--- src/pkg/ascl_pkg.sv ---
// constants shared by the accessory switch control logic
package ascl_pkg;

    // ------------------------------------------------------------
    // clock and time base
    // ------------------------------------------------------------
    localparam int CLK_PERIOD_NS = 5;
    localparam int MS_IN_NS = 1000000;
    localparam int MS_TICK_CYCLES_DOC = MS_IN_NS / CLK_PERIOD_NS;

    // ------------------------------------------------------------
    // programmable delays, all counted in millisecond ticks
    // ------------------------------------------------------------
    localparam int MS_CNT_W = 15;
    localparam logic [MS_CNT_W-1:0] SW_WAIT_STEP_MS = 15'h0064;
    localparam logic [MS_CNT_W-1:0] WAKE_STEP_MS = 15'h0032;
    localparam logic [MS_CNT_W-1:0] IDLE_STEP_MS = 15'h07D0;
    localparam int SW_WAIT_SEL_W = 4;
    localparam int WAKE_SEL_W = 3;
    localparam int IDLE_SEL_W = 3;
    localparam logic [IDLE_SEL_W-1:0] IDLE_SEL_DEFAULT = 3'h4;

    // ------------------------------------------------------------
    // switch matrix, pin outputs and flags
    // ------------------------------------------------------------
    localparam int NUM_SW = 10;
    localparam int SW_FET_IDX = 7;
    localparam int PIN_CHARGE_CURRENT_SELECT_OUT_IDX = 0;
    localparam int PIN_JIG_IDX = 1;
    localparam int PIN_BOOT_IDX = 2;
    localparam int NUM_PINS = 3;
    localparam int NUM_BUTTONS = 13;
    localparam int ADC_W = 5;
    localparam int NUM_FLAGS = 5;
    localparam int FLG_ATTACH = 0;
    localparam int FLG_KP = 1;
    localparam int FLG_LKP = 2;
    localparam int FLG_LKR = 3;
    localparam int FLG_ADC = 4;

    // ------------------------------------------------------------
    // reset values
    // ------------------------------------------------------------
    localparam logic RST_INT_N = 1'b0;
    localparam logic RST_MASK_PREV = 1'b1;

    // switch sequencing states
    typedef enum logic [2:0] {
        SW_OPEN,
        SW_MASKED,
        SW_HOLD,
        SW_WAIT,
        SW_CLOSED
    } ascl_sw_state_e;

endpackage

--- src/core/ascl_top.sv ---
// interrupt masking, switch sequencing, key reporting and power save control
`timescale 1ns/1ps

// What this block does
// - masked: pin low, flags still set
// - unmask: pin high one wait, then flags
// - pin low at expiry, release set: wait again
// - flags clear on read, pin returns high
// - release clear at expiry: switches stay open
// - unmasked: pin low when any flag sets
// - unmasked attach: wait then close, or hold
// - global enable low opens all, fet off
// - auto select: outputs from identification result
// - manual select: outputs from manual configuration, fet off
// - select bits never change sequencing timing
// - standby keeps every switch open
// - auto to manual while attached: swap sources
// - back to auto leaves outputs unchanged
// - key mode matters only for remote audio
// - event mode: adc on id event, key flags
// - periodic mode: adc change flag, no keys
// - periodic interval from wake-up field
// - audio or tty: idle timeout enters power save
// - activity leaves power save at once
// - auto off: forced bit picks the mode
// - masked after power up: switches stay open, except a factory cable closes them at once

module ascl_top
    import ascl_pkg::*;
#(
    parameter int MS_TICK_CYCLES = MS_TICK_CYCLES_DOC
)
(
    // clock and reset
    input wire logic clk,
    input wire logic reset_n,
    // control bits from the host
    input wire logic int_mask,
    input wire logic wait_release,
    input wire logic switch_enable,
    input wire logic manual_select,
    input wire logic key_report_mode,
    input wire logic auto_power_save_enable,
    input wire logic forced_power_save,
    input wire logic flags_read,
    // timing fields
    input wire logic [SW_WAIT_SEL_W-1:0] switching_wait_sel,
    input wire logic [WAKE_SEL_W-1:0] wakeup_sel,
    input wire logic [IDLE_SEL_W-1:0] idle_sel,
    // manual configuration
    input wire logic [NUM_SW-1:0] manual_switch_cfg,
    input wire logic [NUM_PINS-1:0] manual_pin_cfg,
    // identification result
    input wire logic attach_evt,
    input wire logic detach_evt,
    input wire logic is_factory_cable,
    input wire logic is_audio_key,
    input wire logic is_audio_or_tty,
    input wire logic [NUM_SW-1:0] auto_switch_cfg,
    input wire logic [NUM_PINS-1:0] auto_pin_cfg,
    // key and adc events
    input wire logic id_line_evt,
    input wire logic key_short_evt,
    input wire logic key_long_evt,
    input wire logic key_release_evt,
    input wire logic [NUM_BUTTONS-1:0] key_button,
    input wire logic adc_done,
    input wire logic [ADC_W-1:0] adc_result,
    input wire logic signal_activity,
    // host interrupt and flags
    output logic host_interrupt_n,
    output logic attach_flag,
    output logic short_key_press_flag,
    output logic long_key_press_flag,
    output logic long_key_release_flag,
    output logic adc_change_flag,
    output logic [NUM_BUTTONS-1:0] button_bits,
    // switch matrix and pins
    output logic [NUM_SW-1:0] switch_close,
    output logic charge_current_select_out,
    output logic factory_cable_out,
    output logic boot_out,
    // adc and mode status
    output logic adc_start,
    output logic power_save_active
);

    // ------------------------------------------------------------
    // elaboration checks
    // ------------------------------------------------------------
    if (SW_FET_IDX >= NUM_SW)
    begin : g_bad_fet
        $error("power fet index outside switch vector");
    end

    // ------------------------------------------------------------
    // delay decoding
    // ------------------------------------------------------------

    // switching wait in ms, used by unmask delay and switch wait
    function automatic logic [MS_CNT_W-1:0] wait_ms(input logic [SW_WAIT_SEL_W-1:0] sel);
        wait_ms = MS_CNT_W'((MS_CNT_W'(sel) + MS_CNT_W'(1)) * SW_WAIT_STEP_MS);
    endfunction

    logic ms_tick;
    logic [MS_CNT_W-1:0] wake_ms;
    logic [MS_CNT_W-1:0] idle_ms;

    ascl_ms_tick #(
        .TICK_CYCLES(MS_TICK_CYCLES)
    ) u_tick (
        .clk(clk),
        .reset_n(reset_n),
        .tick(ms_tick)
    );

    // interval and idle limit from their fields
    assign wake_ms = MS_CNT_W'((MS_CNT_W'(wakeup_sel) + MS_CNT_W'(1)) * WAKE_STEP_MS);
    assign idle_ms = MS_CNT_W'((MS_CNT_W'(idle_sel) + MS_CNT_W'(1)) * IDLE_STEP_MS);

    // ------------------------------------------------------------
    // attach state and unmask delay
    // ------------------------------------------------------------
    logic attached_q;
    logic mask_prev_q;
    logic [MS_CNT_W-1:0] unmask_cnt_q;
    logic [MS_CNT_W-1:0] unmask_cnt_d;
    logic mask_fall;
    logic unmask_busy;
    logic unmask_done;

    assign mask_fall = mask_prev_q && !int_mask;
    assign unmask_busy = (unmask_cnt_q != '0);
    assign unmask_done = unmask_busy && ms_tick && (unmask_cnt_q == MS_CNT_W'(1)) && !int_mask;
    // delay restarts on each unmask, aborts if masked again
    assign unmask_cnt_d = int_mask ? '0 :
                          mask_fall ? wait_ms(switching_wait_sel) :
                          (unmask_busy && ms_tick) ? unmask_cnt_q - MS_CNT_W'(1) : unmask_cnt_q;

    // attach tracking and unmask delay counter
    always_ff @(posedge clk or negedge reset_n)
    begin
        if (!reset_n)
        begin
            attached_q <= 1'b0;
            mask_prev_q <= RST_MASK_PREV;
            unmask_cnt_q <= '0;
        end
        else
        begin
            attached_q <= attach_evt ? 1'b1 : (detach_evt ? 1'b0 : attached_q);
            mask_prev_q <= int_mask;
            unmask_cnt_q <= unmask_cnt_d;
        end
    end

    // ------------------------------------------------------------
    // interrupt flags
    // ------------------------------------------------------------
    logic [NUM_FLAGS-1:0] flag_q;
    logic [NUM_FLAGS-1:0] flag_set;
    logic key_mode_on;
    logic periodic_on;
    logic adc_differs;
    logic [ADC_W-1:0] adc_last_q;
    logic [NUM_BUTTONS-1:0] button_d;
    logic any_key;

    // key mode only acts on a remote capable audio accessory
    assign key_mode_on = attached_q && is_audio_key && key_report_mode;
    assign periodic_on = attached_q && is_audio_key && !key_report_mode;
    assign adc_differs = adc_done && (adc_result != adc_last_q);
    assign any_key = key_short_evt || key_long_evt || key_release_evt;

    // events set flags regardless of the mask
    assign flag_set[FLG_ATTACH] = attach_evt;
    assign flag_set[FLG_KP] = key_mode_on && key_short_evt;
    assign flag_set[FLG_LKP] = key_mode_on && key_long_evt;
    assign flag_set[FLG_LKR] = key_mode_on && key_release_evt;
    assign flag_set[FLG_ADC] = periodic_on && adc_differs;

    // button bits only in key event mode, set wins over read
    assign button_d = ((key_mode_on && any_key) ? key_button : '0)
                    | (button_bits & ~{NUM_BUTTONS{flags_read}});

    // one sticky flag per event, cleared by a host read
    for (genvar i = 0; i < NUM_FLAGS; i++)
    begin : g_flag
        always_ff @(posedge clk or negedge reset_n)
        begin
            if (!reset_n)
                flag_q[i] <= 1'b0;
            else
                flag_q[i] <= flag_set[i] || (flag_q[i] && !flags_read);
        end
    end

    // last conversion and button bits
    always_ff @(posedge clk or negedge reset_n)
    begin
        if (!reset_n)
        begin
            adc_last_q <= '0;
            button_bits <= '0;
        end
        else
        begin
            adc_last_q <= adc_done ? adc_result : adc_last_q;
            button_bits <= button_d;
        end
    end

    assign attach_flag = flag_q[FLG_ATTACH];
    assign short_key_press_flag = flag_q[FLG_KP];
    assign long_key_press_flag = flag_q[FLG_LKP];
    assign long_key_release_flag = flag_q[FLG_LKR];
    assign adc_change_flag = flag_q[FLG_ADC];

    // ------------------------------------------------------------
    // host interrupt pin
    // ------------------------------------------------------------
    logic int_n_d;

    // low while masked, high during unmask delay, else flags
    assign int_n_d = int_mask ? 1'b0 :
                     (mask_fall || unmask_busy) ? 1'b1 :
                     !(|flag_q);

    always_ff @(posedge clk or negedge reset_n)
    begin
        if (!reset_n)
            host_interrupt_n <= RST_INT_N;
        else
            host_interrupt_n <= int_n_d;
    end

    // ------------------------------------------------------------
    // switch sequencing
    // ------------------------------------------------------------
    ascl_sw_state_e sw_q;
    ascl_sw_state_e sw_d;
    logic [MS_CNT_W-1:0] sw_cnt_q;
    logic [MS_CNT_W-1:0] sw_cnt_d;
    logic sw_load;
    logic sw_done;

    assign sw_done = (sw_q == SW_WAIT) && ms_tick && (sw_cnt_q <= MS_CNT_W'(1));
    assign sw_cnt_d = sw_load ? wait_ms(switching_wait_sel) :
                      (ms_tick && sw_cnt_q != '0) ? sw_cnt_q - MS_CNT_W'(1) : sw_cnt_q;

    // sequencing never looks at the enable or select bits
    always_comb
    begin
        sw_d = sw_q;
        sw_load = 1'b0;
        case (sw_q)
            SW_OPEN:
            begin
                if (attach_evt && is_factory_cable && int_mask)
                    sw_d = SW_CLOSED;
                else if (attach_evt && (int_mask || mask_fall || (unmask_busy && !unmask_done)))
                    sw_d = SW_MASKED;
                else if (attach_evt && wait_release)
                begin
                    sw_d = SW_WAIT;
                    sw_load = 1'b1;
                end
                else if (attach_evt)
                    sw_d = SW_HOLD;
            end
            SW_MASKED:
            begin
                if (unmask_done && wait_release)
                begin
                    sw_d = SW_WAIT;
                    sw_load = 1'b1;
                end
                else if (unmask_done)
                    sw_d = SW_HOLD;
            end
            SW_HOLD:
            begin
                if (wait_release)
                    sw_d = SW_CLOSED;
            end
            SW_WAIT:
            begin
                if (sw_done)
                    sw_d = SW_CLOSED;
            end
            SW_CLOSED:
                sw_d = SW_CLOSED;
            default:
                sw_d = SW_OPEN;
        endcase
        if (detach_evt)
            sw_d = SW_OPEN;
    end

    always_ff @(posedge clk or negedge reset_n)
    begin
        if (!reset_n)
        begin
            sw_q <= SW_OPEN;
            sw_cnt_q <= '0;
        end
        else
        begin
            sw_q <= sw_d;
            sw_cnt_q <= sw_cnt_d;
        end
    end

    // ------------------------------------------------------------
    // switch and pin sources
    // ------------------------------------------------------------
    logic use_manual_q;
    logic use_manual_d;
    logic closed_now;
    logic [NUM_SW-1:0] sel_sw;
    logic [NUM_PINS-1:0] sel_pin;
    logic [NUM_SW-1:0] switch_d;
    logic [NUM_PINS-1:0] pin_d;

    // manual source latched on attach, sticky once chosen while attached
    assign use_manual_d = attach_evt ? !manual_select :
                          (attached_q && !manual_select) ? 1'b1 :
                          use_manual_q;
    assign closed_now = (sw_q == SW_CLOSED) && attached_q;
    assign sel_sw = use_manual_q ? (manual_switch_cfg & ~(NUM_SW'(1) << SW_FET_IDX))
                                 : auto_switch_cfg;
    assign sel_pin = use_manual_q ? manual_pin_cfg : auto_pin_cfg;
    assign switch_d = (closed_now && switch_enable) ? sel_sw : '0;
    assign pin_d = closed_now ? sel_pin : '0;

    always_ff @(posedge clk or negedge reset_n)
    begin
        if (!reset_n)
        begin
            use_manual_q <= 1'b0;
            switch_close <= '0;
            charge_current_select_out <= 1'b0;
            factory_cable_out <= 1'b0;
            boot_out <= 1'b0;
        end
        else
        begin
            use_manual_q <= use_manual_d;
            switch_close <= switch_d;
            charge_current_select_out <= pin_d[PIN_CHARGE_CURRENT_SELECT_OUT_IDX];
            factory_cable_out <= pin_d[PIN_JIG_IDX];
            boot_out <= pin_d[PIN_BOOT_IDX];
        end
    end

    // ------------------------------------------------------------
    // adc start requests
    // ------------------------------------------------------------
    logic [MS_CNT_W-1:0] adc_cnt_q;
    logic adc_period_hit;
    logic adc_start_d;

    assign adc_period_hit = periodic_on && ms_tick && (adc_cnt_q >= wake_ms - MS_CNT_W'(1));
    assign adc_start_d = (key_mode_on && id_line_evt) || adc_period_hit;

    always_ff @(posedge clk or negedge reset_n)
    begin
        if (!reset_n)
        begin
            adc_cnt_q <= '0;
            adc_start <= 1'b0;
        end
        else
        begin
            adc_cnt_q <= (!periodic_on || adc_period_hit) ? '0 :
                         ms_tick ? adc_cnt_q + MS_CNT_W'(1) : adc_cnt_q;
            adc_start <= adc_start_d;
        end
    end

    // ------------------------------------------------------------
    // power save
    // ------------------------------------------------------------
    logic ps_eligible;
    logic [MS_CNT_W-1:0] idle_cnt_q;
    logic idle_hit;
    logic ps_d;

    assign ps_eligible = attached_q && is_audio_or_tty;
    assign idle_hit = (idle_cnt_q >= idle_ms);
    // forced bit rules when auto entry is off, activity exits at once
    assign ps_d = !ps_eligible ? 1'b0 :
                  !auto_power_save_enable ? forced_power_save :
                  signal_activity ? 1'b0 :
                  idle_hit ? 1'b1 : power_save_active;

    always_ff @(posedge clk or negedge reset_n)
    begin
        if (!reset_n)
        begin
            idle_cnt_q <= '0;
            power_save_active <= 1'b0;
        end
        else
        begin
            idle_cnt_q <= (!ps_eligible || !auto_power_save_enable || signal_activity) ? '0 :
                          (ms_tick && !idle_hit) ? idle_cnt_q + MS_CNT_W'(1) : idle_cnt_q;
            power_save_active <= ps_d;
        end
    end
endmodule // ascl_top

--- src/core/ascl_ms_tick.sv ---
// millisecond enable pulse divider
`timescale 1ns/1ps

module ascl_ms_tick
    import ascl_pkg::*;
#(
    parameter int TICK_CYCLES = MS_TICK_CYCLES_DOC
)
(
    // clock and reset
    input wire logic clk,
    input wire logic reset_n,
    // one-cycle enable every tick period
    output logic tick
);

    localparam int CW = $clog2(TICK_CYCLES);

    // ------------------------------------------------------------
    // parameter check
    // ------------------------------------------------------------
    if (TICK_CYCLES < 2)
    begin : g_bad_tick
        $error("tick divider needs at least two cycles");
    end

    logic [CW-1:0] div_q;
    logic [CW-1:0] div_d;
    logic wrap;

    // wrap at the last count of the period
    assign wrap = (div_q == CW'(TICK_CYCLES - 1));
    assign div_d = wrap ? '0 : div_q + CW'(1);

    // free running divider with registered pulse
    always_ff @(posedge clk or negedge reset_n)
    begin
        if (!reset_n)
        begin
            div_q <= '0;
            tick <= 1'b0;
        end
        else
        begin
            div_q <= div_d;
            tick <= wrap;
        end
    end

endmodule // ascl_ms_tick

--- config.mk ---
export PLATFORM = sky130hd
export DESIGN_NAME = ascl_top
export DESIGN_NICKNAME = d
export VERILOG_FILES = /design/src/pkg/ascl_pkg.sv /design/src/core/ascl_top.sv /design/src/core/ascl_ms_tick.sv
export SDC_FILE = /design/constraint.sdc
export NUM_CORES = 1
export LEC_CHECK = 0
export ABC_CLOCK_PERIOD_IN_PS = 2600
export BUFFER_PORTS_ARGS = -buffer_cell sky130_fd_sc_hd__buf_4
export CELL_PAD_IN_SITES_DETAIL_PLACEMENT = 1
export CELL_PAD_IN_SITES_GLOBAL_PLACEMENT = 2
export CORE_UTILIZATION = 37
export CTS_BUF_LIST = sky130_fd_sc_hd__clkbuf_8 sky130_fd_sc_hd__clkbuf_16
export DETAILED_ROUTE_END_ITERATION = 12
export PLACE_DENSITY = 0.83
export SLEW_MARGIN = 25
export SYNTH_ARGS = -nofsm -noshare
export SYNTH_HDL_FRONTEND = slang
export SYNTH_SLANG_ARGS = --single-unit
--- constraint.sdc ---
create_clock -name clk -period 2.6 [get_ports clk]
set_clock_uncertainty 0.05 [all_clocks]
set_input_delay 0.39 -clock clk [delete_from_list [all_inputs] [get_ports clk]]
set_output_delay 0.39 -clock clk [all_outputs]
set_load 0.02 [all_outputs]
==> results of run 1 <==
worst register-to-register path, delay by kind of cell, from the launching register on:
family          cells  cell delay (ns)
compound gates      3             1.18
simple gates        2             0.62
flops               1             0.41
fa+ha+maj           1             0.32
buf+inv             1             0.22
report_power, final:
part / internal (mW) / leakage, nW / total [mW] / switching [mW]
logic: 0.865 / 3.16 / 1.70 / 0.836
clock network: 1.26 / 0.265 / 2.11 / 0.845
registers: 2.04 / 1.60 / 2.17 / 0.127
total: 4.17 / 5.02 / 5.97 / 1.81
worst paths after layout:
check / depth (start not counted) / endpoint / slack (ns)
worst max register to register: 7 / idle_cnt_q[7] / -0.27
worst max-delay path: 21 / idle_cnt_q[7] / -1.60
worst min register to register: 1 / u_tick.div_q[0] / 0.44
min in group asynchronous: 2 / button_bits[1] / 0.27
worst min-delay path: 2 / use_manual_q / 0.11
max in group asynchronous: 3 / sw_cnt_q[13] / 1.63
final cells by class:
class / count / area [um^2] / area share, %
Tap cell: 275 / 344.1 / 3.030
Inverter: 50 / 187.7 / 1.653
Clock buffer: 20 / 466.7 / 4.110
Multi-Input combinational cell: 617 / 5375 / 47.34
Clock inverter: 10 / 52.55 / 0.4628
Sequential cell: 124 / 3104 / 27.34
Timing Repair Buffer: 228 / 1824 / 16.07
registers in the layout, indices dropped and copies added (netlist names), 3 cells and up:
name and flops:
adc_last_q 5, switch_close 10, sw_q 3, button_bits 13
idle_cnt_q 15, u_tick.div_q 18, sw_cnt_q 15, adc_cnt_q 15
unmask_cnt_q 15
cell families (layout without fill, tap and decap cells):
family          count (synthesis)  in the layout  share of synthesized area (%)
compound gates                158            159                          13.85
xor+xnor                       75             75                          8.117
fa+ha+maj                      81             81                          13.27
buf+inv                        81            308                          4.174
flops                         124            124                          38.36
mux                            27             27                          3.479
simple gates                  275            275                          18.75
cell usage after synthesis (5+ instances only):
cell and n:
ha_1 73, or4_1 14, nand4_1 20, mux2_2 5, xor2_1 35, a21oi_1 42
clkbuf_1 21, xnor2_1 40, dfrtp_1 123, o31ai_1 11, buf_2 5, fa_1 8
nor2_1 62, nor2b_1 8, nor4_1 16, nand4b_1 6, a21o_1 7, a31oi_1 6
a211oi_1 10, nand2_1 47, nand3_1 20, or3_1 8, nand2b_1 5, o21ai_0 21
and3_1 10, mux2i_1 21, nor3_1 32, o211ai_1 6, a22o_1 18, inv_1 49
what timing repair did:
action,in CTS,in global routing
endpoints found under the hold margin,50,0
hold buffers,1,0
resized for setup,57,36
pin swaps,44,15
cloned,2,0
setup endpoints to repair,34,35
setup buffers,17,8
metal layers:
layer | share of wire, % | wire [um] | up-vias
met1 | 43 | 9920 | 3492
met5 | 0 | 0 | -
li1 | - | - | 3420
met4 | 2.3 | 539 | 0
met2 | 50 | 11500 | 153
met3 | 4.8 | 1098 | 35
metrics by stage:
stage               hold slack [ns]  setup WS, ns
detailed placement           0.1535        -2.269
floorplan                   0.04441        -1.898
global placement             0.1523        -2.128
global route                 0.1068        -1.738
CTS                         0.09519        -1.521
finish                       0.1125        -1.596
==> run_results.csv, run 1 <==
group,metric,value,unit
critical_path,cp-start-kind,"input port",
min_path,hp-start,"manual_select",
clocking,cts_root_buf,"clkbuf_16",
global_route,antenna_found_initial,0,
timing,fin_ws,-1.596,ns
die,start_util,38.14,%
route,route.vias.total,7100,
logic_synthesis,ys.flop_type,"dfrtp_1",
cells_and_area,final_common_cell,"buf_4",
critical_path,worstPathArrival,4.49,ns
die,dieWidth,149.9,um
critical_path,endpoint_kind,"flop",
cells_and_area,antennaDiodeCount,0,
critical_path,path_cells,"buf_8, ha_4, xnor2_4, inv_2, buf_4, ha_1, inv_1, fa_1, inv_2, fa_1, a21oi_2, o21ai_0, a22oi_1, xor2_1, ha_1, nand4_1, or4_4, nand4_1, buf_6, or4_4, a21oi_2",
critical_path,path_max_fanout,9,
pwr,power.density,526.1,nW/um^2
critical_path,worstPathRequired,2.89,ns
clocking,clk_pin_slew,0.06,ns
timing,clock.fmax,238.3,MHz
logic_synthesis,seq_area_frac_synth,38.36,%
critical_path,crit_type,"in2reg",
pwr,max-vdd-ir-drop,0.0004337,V
global_route,met2_usage,37.73,%
die,fp-row-count,53,
timing,tns,-35.96,ns
clocking,clk_latency,0.42,ns
logic_synthesis,syn_area_per_cell,9.857,um^2
cells_and_area,final_layout_size_suffix_gt1_share,36.13,%
cells_and_area,fin_area,11350,um^2
clocking,cts_max_path_buffers,2,
global_route,grt_pass1_vias,7806,
route,drc,0,
logic_synthesis,ys.warnings.count,0,
cells_and_area,layout.nets,1194,
logic_synthesis,yosysUniqueCellTypes,79,
die,num_io_pins,109,
critical_path,cp_top_family,"adder cells",
logic_synthesis,yosys.area.top_type,"dfrtp_1",
placed_design,io_buffers,107,
critical_path,worstSetupStartpoint,"idle_sel[0]",
critical_path,cp_slowest_cell,"fa_1",
global_route,grt_pass1_wl,38400,um
placed_design,placed_cells,1270,
logic_synthesis,ys_ff_latch,124,
die,die_h,149.9,um
logic_synthesis,syn_nets,977,
route,ant_nets,0,
outcome,status,"finished with violations",
global_route,groute.layer.met3.usage,4.695,%
global_route,grtUsageMet1,26.23,%
logic_synthesis,synth_area,8093,um^2
pwr,finalPower,5.974,mW
job,max-cap-violations,0,
logic_synthesis,synthTopCellsByArea,"dfrtp_1 (38%), ha_1 (11%), xnor2_1 (4.3%)",
timing,slew_headroom,41.51,%
route,drt_iter0_drc,291,
pwr,p_leak,5.023,nW
global_route,grt_max_degree,74,
route,wl_per_cell,17.42,um
cells_and_area,utilization,53.51,%
logic_synthesis,syn_inst,821,
global_route,grt-ovfl-total,0,
logic_synthesis,synth-edff-count,0,
global_route,grt_busiest_layer,"met2",
clocking,h-tree-depth,4,
min_path,hold_path.class,"in2reg",
outcome,violations,"setup timing",
cells_and_area,area_delta_synth_final,40.31,%
clocking,numCtsBuffers,17,
timing,min_period,4.196,ns
cells_and_area,final_cell_mix,"buf_4 (211), dfrtp_1 (123), nor2_1 (62)",
die,design.die.area,22470,um^2
route,via_per_inst,5.363,
timing,drv_slew,0,
critical_path,crit_path_max_incr_delay,0.49,ns
critical_path,r2r_start,"idle_cnt_q[5]",
clocking,cts_tree,"built",
placed_design,gp_congestion,0.8140,
route,drt_pass1_iterations,4,
timing,tightest_slew,0.8699,ns
logic_synthesis,async_flop_share,100.0,%
global_route,grtUsageTotal,21.78,%
timing,hold_violations,0,
timing,rsz0062_at_grt,"yes",
critical_path,path_buf_inv,6,
clocking,clock_sinks,124,
cells_and_area,fill_cells,2355,
placed_design,place_area,10180,um^2
placed_design,hpwlAfterDp,16580,um
die,core,21220,um^2
logic_synthesis,post-synth-top-area-fraction,38.03,%
route,drt_wl_total,23060,um
timing,setup_violations,32,
timing,fin_crit_sh,161.4,%
cells_and_area,stdcell_count,1324,
(Power assumes the default switching activity.)
==> run 2: changes to the inputs <==
--- a/config.mk
+++ b/config.mk
@@ -7,12 +7,10 @@
 export LEC_CHECK = 0
 export ABC_CLOCK_PERIOD_IN_PS = 2600
 export BUFFER_PORTS_ARGS = -buffer_cell sky130_fd_sc_hd__buf_4
-export CELL_PAD_IN_SITES_DETAIL_PLACEMENT = 1
-export CELL_PAD_IN_SITES_GLOBAL_PLACEMENT = 2
-export CORE_UTILIZATION = 37
+export CORE_UTILIZATION = 55
 export CTS_BUF_LIST = sky130_fd_sc_hd__clkbuf_8 sky130_fd_sc_hd__clkbuf_16
 export DETAILED_ROUTE_END_ITERATION = 12
-export PLACE_DENSITY = 0.83
+export PLACE_DENSITY = 0.79
 export SLEW_MARGIN = 25
 export SYNTH_ARGS = -nofsm -noshare
 export SYNTH_HDL_FRONTEND = slang
==> run 2 against run 1 <==
  * The run still ends with setup timing left
  * Final cell count shrank 7.7%
  * Sequential power about the same
  * Highest routed layer unchanged
  * Register-to-register slack improved by 0.15 ns
  * Largest cell class unchanged
  * Worst hold slack worse by 0.019 ns
==> run_results.csv, run 2 (synthesized netlist as in run 1, its figures left out) <==
group,metric,value,unit
route,drt_wl_total,23170,um
die,dieWidth,123.3,um
die,start_util,57.41,%
cells_and_area,layout.nets,1185,
global_route,grt_max_degree,50,
min_path,hold_path.class,"in2reg",
route,drt_pass1_iterations,7,
timing,tightest_slew,0.7278,ns
cells_and_area,final_layout_size_suffix_gt1_share,36.37,%
cells_and_area,antennaDiodeCount,0,
route,drt_iter0_drc,470,
route,ant_nets,0,
critical_path,r2r_end,"idle_cnt_q[11]",
clocking,numCtsBuffers,17,
cells_and_area,final_cell_mix,"buf_4 (197), dfrtp_1 (123), nor2_1 (62)",
global_route,grt_pass1_vias,7503,
cells_and_area,area_delta_synth_final,39.83,%
die,core,14100,um^2
clocking,cts_max_path_buffers,2,
global_route,grtUsageTotal,30.10,%
critical_path,path_max_fanout,5,
die,num_io_pins,109,
min_path,hp-start,"int_mask",
cells_and_area,regMostFlops,"u_tick.div_q",
timing,slew_headroom,51.19,%
route,via_per_inst,6.002,
pwr,finalPower,6.333,mW
timing,clock.fmax,237.1,MHz
clocking,clk_pin_slew,0.06,ns
timing,rsz0062_at_grt,"yes",
timing,fin_crit_sh,162.2,%
critical_path,endpoint_kind,"flop",
critical_path,r2r_start,"idle_cnt_q[5]",
placed_design,preCtsSetupSlack,-2.197,ns
route,route.vias.total,7334,
global_route,antenna_found_initial,0,
clocking,clock_sinks,124,
route,drc,0,
clocking,cts_tree,"built",
critical_path,worstPathArrival,4.50,ns
job,max-cap-violations,0,
pwr,power.density,559.6,nW/um^2
global_route,grt-ovfl-total,0,
pwr,p_leak,4.991,nW
pwr,max-vdd-ir-drop,0.0005339,V
placed_design,gp_congestion,0.8535,
timing,fin_ws,-1.618,ns
clocking,clk_latency,0.43,ns
cells_and_area,final_common_cell,"buf_4",
critical_path,crit_type,"in2reg",
placed_design,io_buffers,107,
cells_and_area,fin_area,11320,um^2
die,die_h,123.3,um
timing,hold_slack,0.09344,ns
die,design.die.area,15200,um^2
timing,hold_violations,0,
die,fp-row-count,43,
global_route,grt_pass1_wl,35580,um
critical_path,cp-start-kind,"input port",
outcome,status,"finished with violations",
timing,min_period,4.218,ns
min_path,whs_endpoint,"mask_prev_q",
timing,drv_slew,0,
min_path,holdPathStages,1,
timing,tns,-36.68,ns
clocking,h-tree-depth,4,
route,wl_per_cell,18.96,um
outcome,violations,"setup timing",
critical_path,r2r_slack,-0.12,ns
clocking,cts_root_buf,"clkbuf_16",
timing,setup_violations,32,
critical_path,worstPathRequired,2.88,ns
critical_path,r2r_cells,7,
placed_design,place_area,9972,um^2
cells_and_area,largest_reg_flops,18,
placed_design,hpwlAfterDp,14200,um
[run 2: cell types whose count changed in the layout (fill, tap and decap cells not counted), sizes merged]
| cell | delta |
|---|---|
| a31oi | +1 |
| buf | -10 |
| bufinv | +3 |
| clkbuf | -3 |
| clkinv | -4 |
| inv | +6 |
[run 2: cell type report]
| cell class | count | area [um^2] |
|---|---|---|
| multi-input cells | 618 | 5440 |
| fillers | 818 | 2780 |
| repair buffers | 218 | 1747 |
| clock inverters | 15 | 186.4 |
| clock buffers | 17 | 425.4 |
| flip-flops and latches | 124 | 3104 |
| well taps | 180 | 225.2 |
| inverters | 50 | 187.7 |
[run 2: power by group]
group | switching (mW) | total, mW | internal [mW]
logic | 0.838 | 1.69 | 0.856
clock network | 0.939 | 2.46 | 1.53
registers | 0.136 | 2.17 | 2.04
total | 1.91 | 6.33 | 4.42
[run 2: critical path, cell delays in order]
cell and delay (ns):
buf_8 0.10, ha_4 0.16, xnor2_4 0.14, inv_2 0.07
fa_2 0.57, buf_6 0.11, fa_2 0.46, ha_4 0.29
nand2_2 0.07, o211ai_1 0.17, o211ai_1 0.13, xor2_1 0.17
ha_1 0.38, nand4_1 0.12, or4_4 0.51, nand4_1 0.15
buf_6 0.14, buf_6 0.12, o41ai_1 0.08, a21oi_1 0.14
[run 2: stage by stage]
step | utilization, % | cells
3_5_place_dp | 70.74 | 1166
6_report | 80.28 | 1222
2_1_floorplan | - | 821
3_3_place_gp | 70.74 | 1166
5_1_grt | 80.28 | 1222
4_1_cts | 78.38 | 1215
[run 2: how the worst max path moves through the flow]
stage	slack, ns	startpoint	cells after the start	end
final	-1.62	idle_sel[1]	20	idle_cnt_q[11]
after global routing	-1.73	idle_sel[0]	20	idle_cnt_q[9]
after CTS	-1.54	idle_sel[1]	20	idle_cnt_q[9]
after detailed placement	-2.20	idle_sel[0]	20	idle_cnt_q[6]
after global placement	-2.09	idle_sel[0]	20	idle_cnt_q[0]
after floorplan	-1.90	idle_sel[0]	19	idle_cnt_q[10]
[run 2: per-layer routing]
metal / GRT usage, % / up-vias / part of all wire (%)
met2: 51.99 / 224 / 54
met3: 6.089 / 60 / 4.0
met5: 0 / - / 0
met4: 12.42 / 0 / 2.5
li1: - / 3418 / -
met1: 36.59 / 3632 / 40
[run 2: what timing repair did]
item / in CTS / in global routing
cloned: 2 / 0
setup buffers: 14 / 7
endpoints found under the hold margin: 34 / 0
gates resized for setup: 69 / 38
setup endpoints to repair: 34 / 36
pin swaps: 52 / 16
hold buffers: 1 / 0
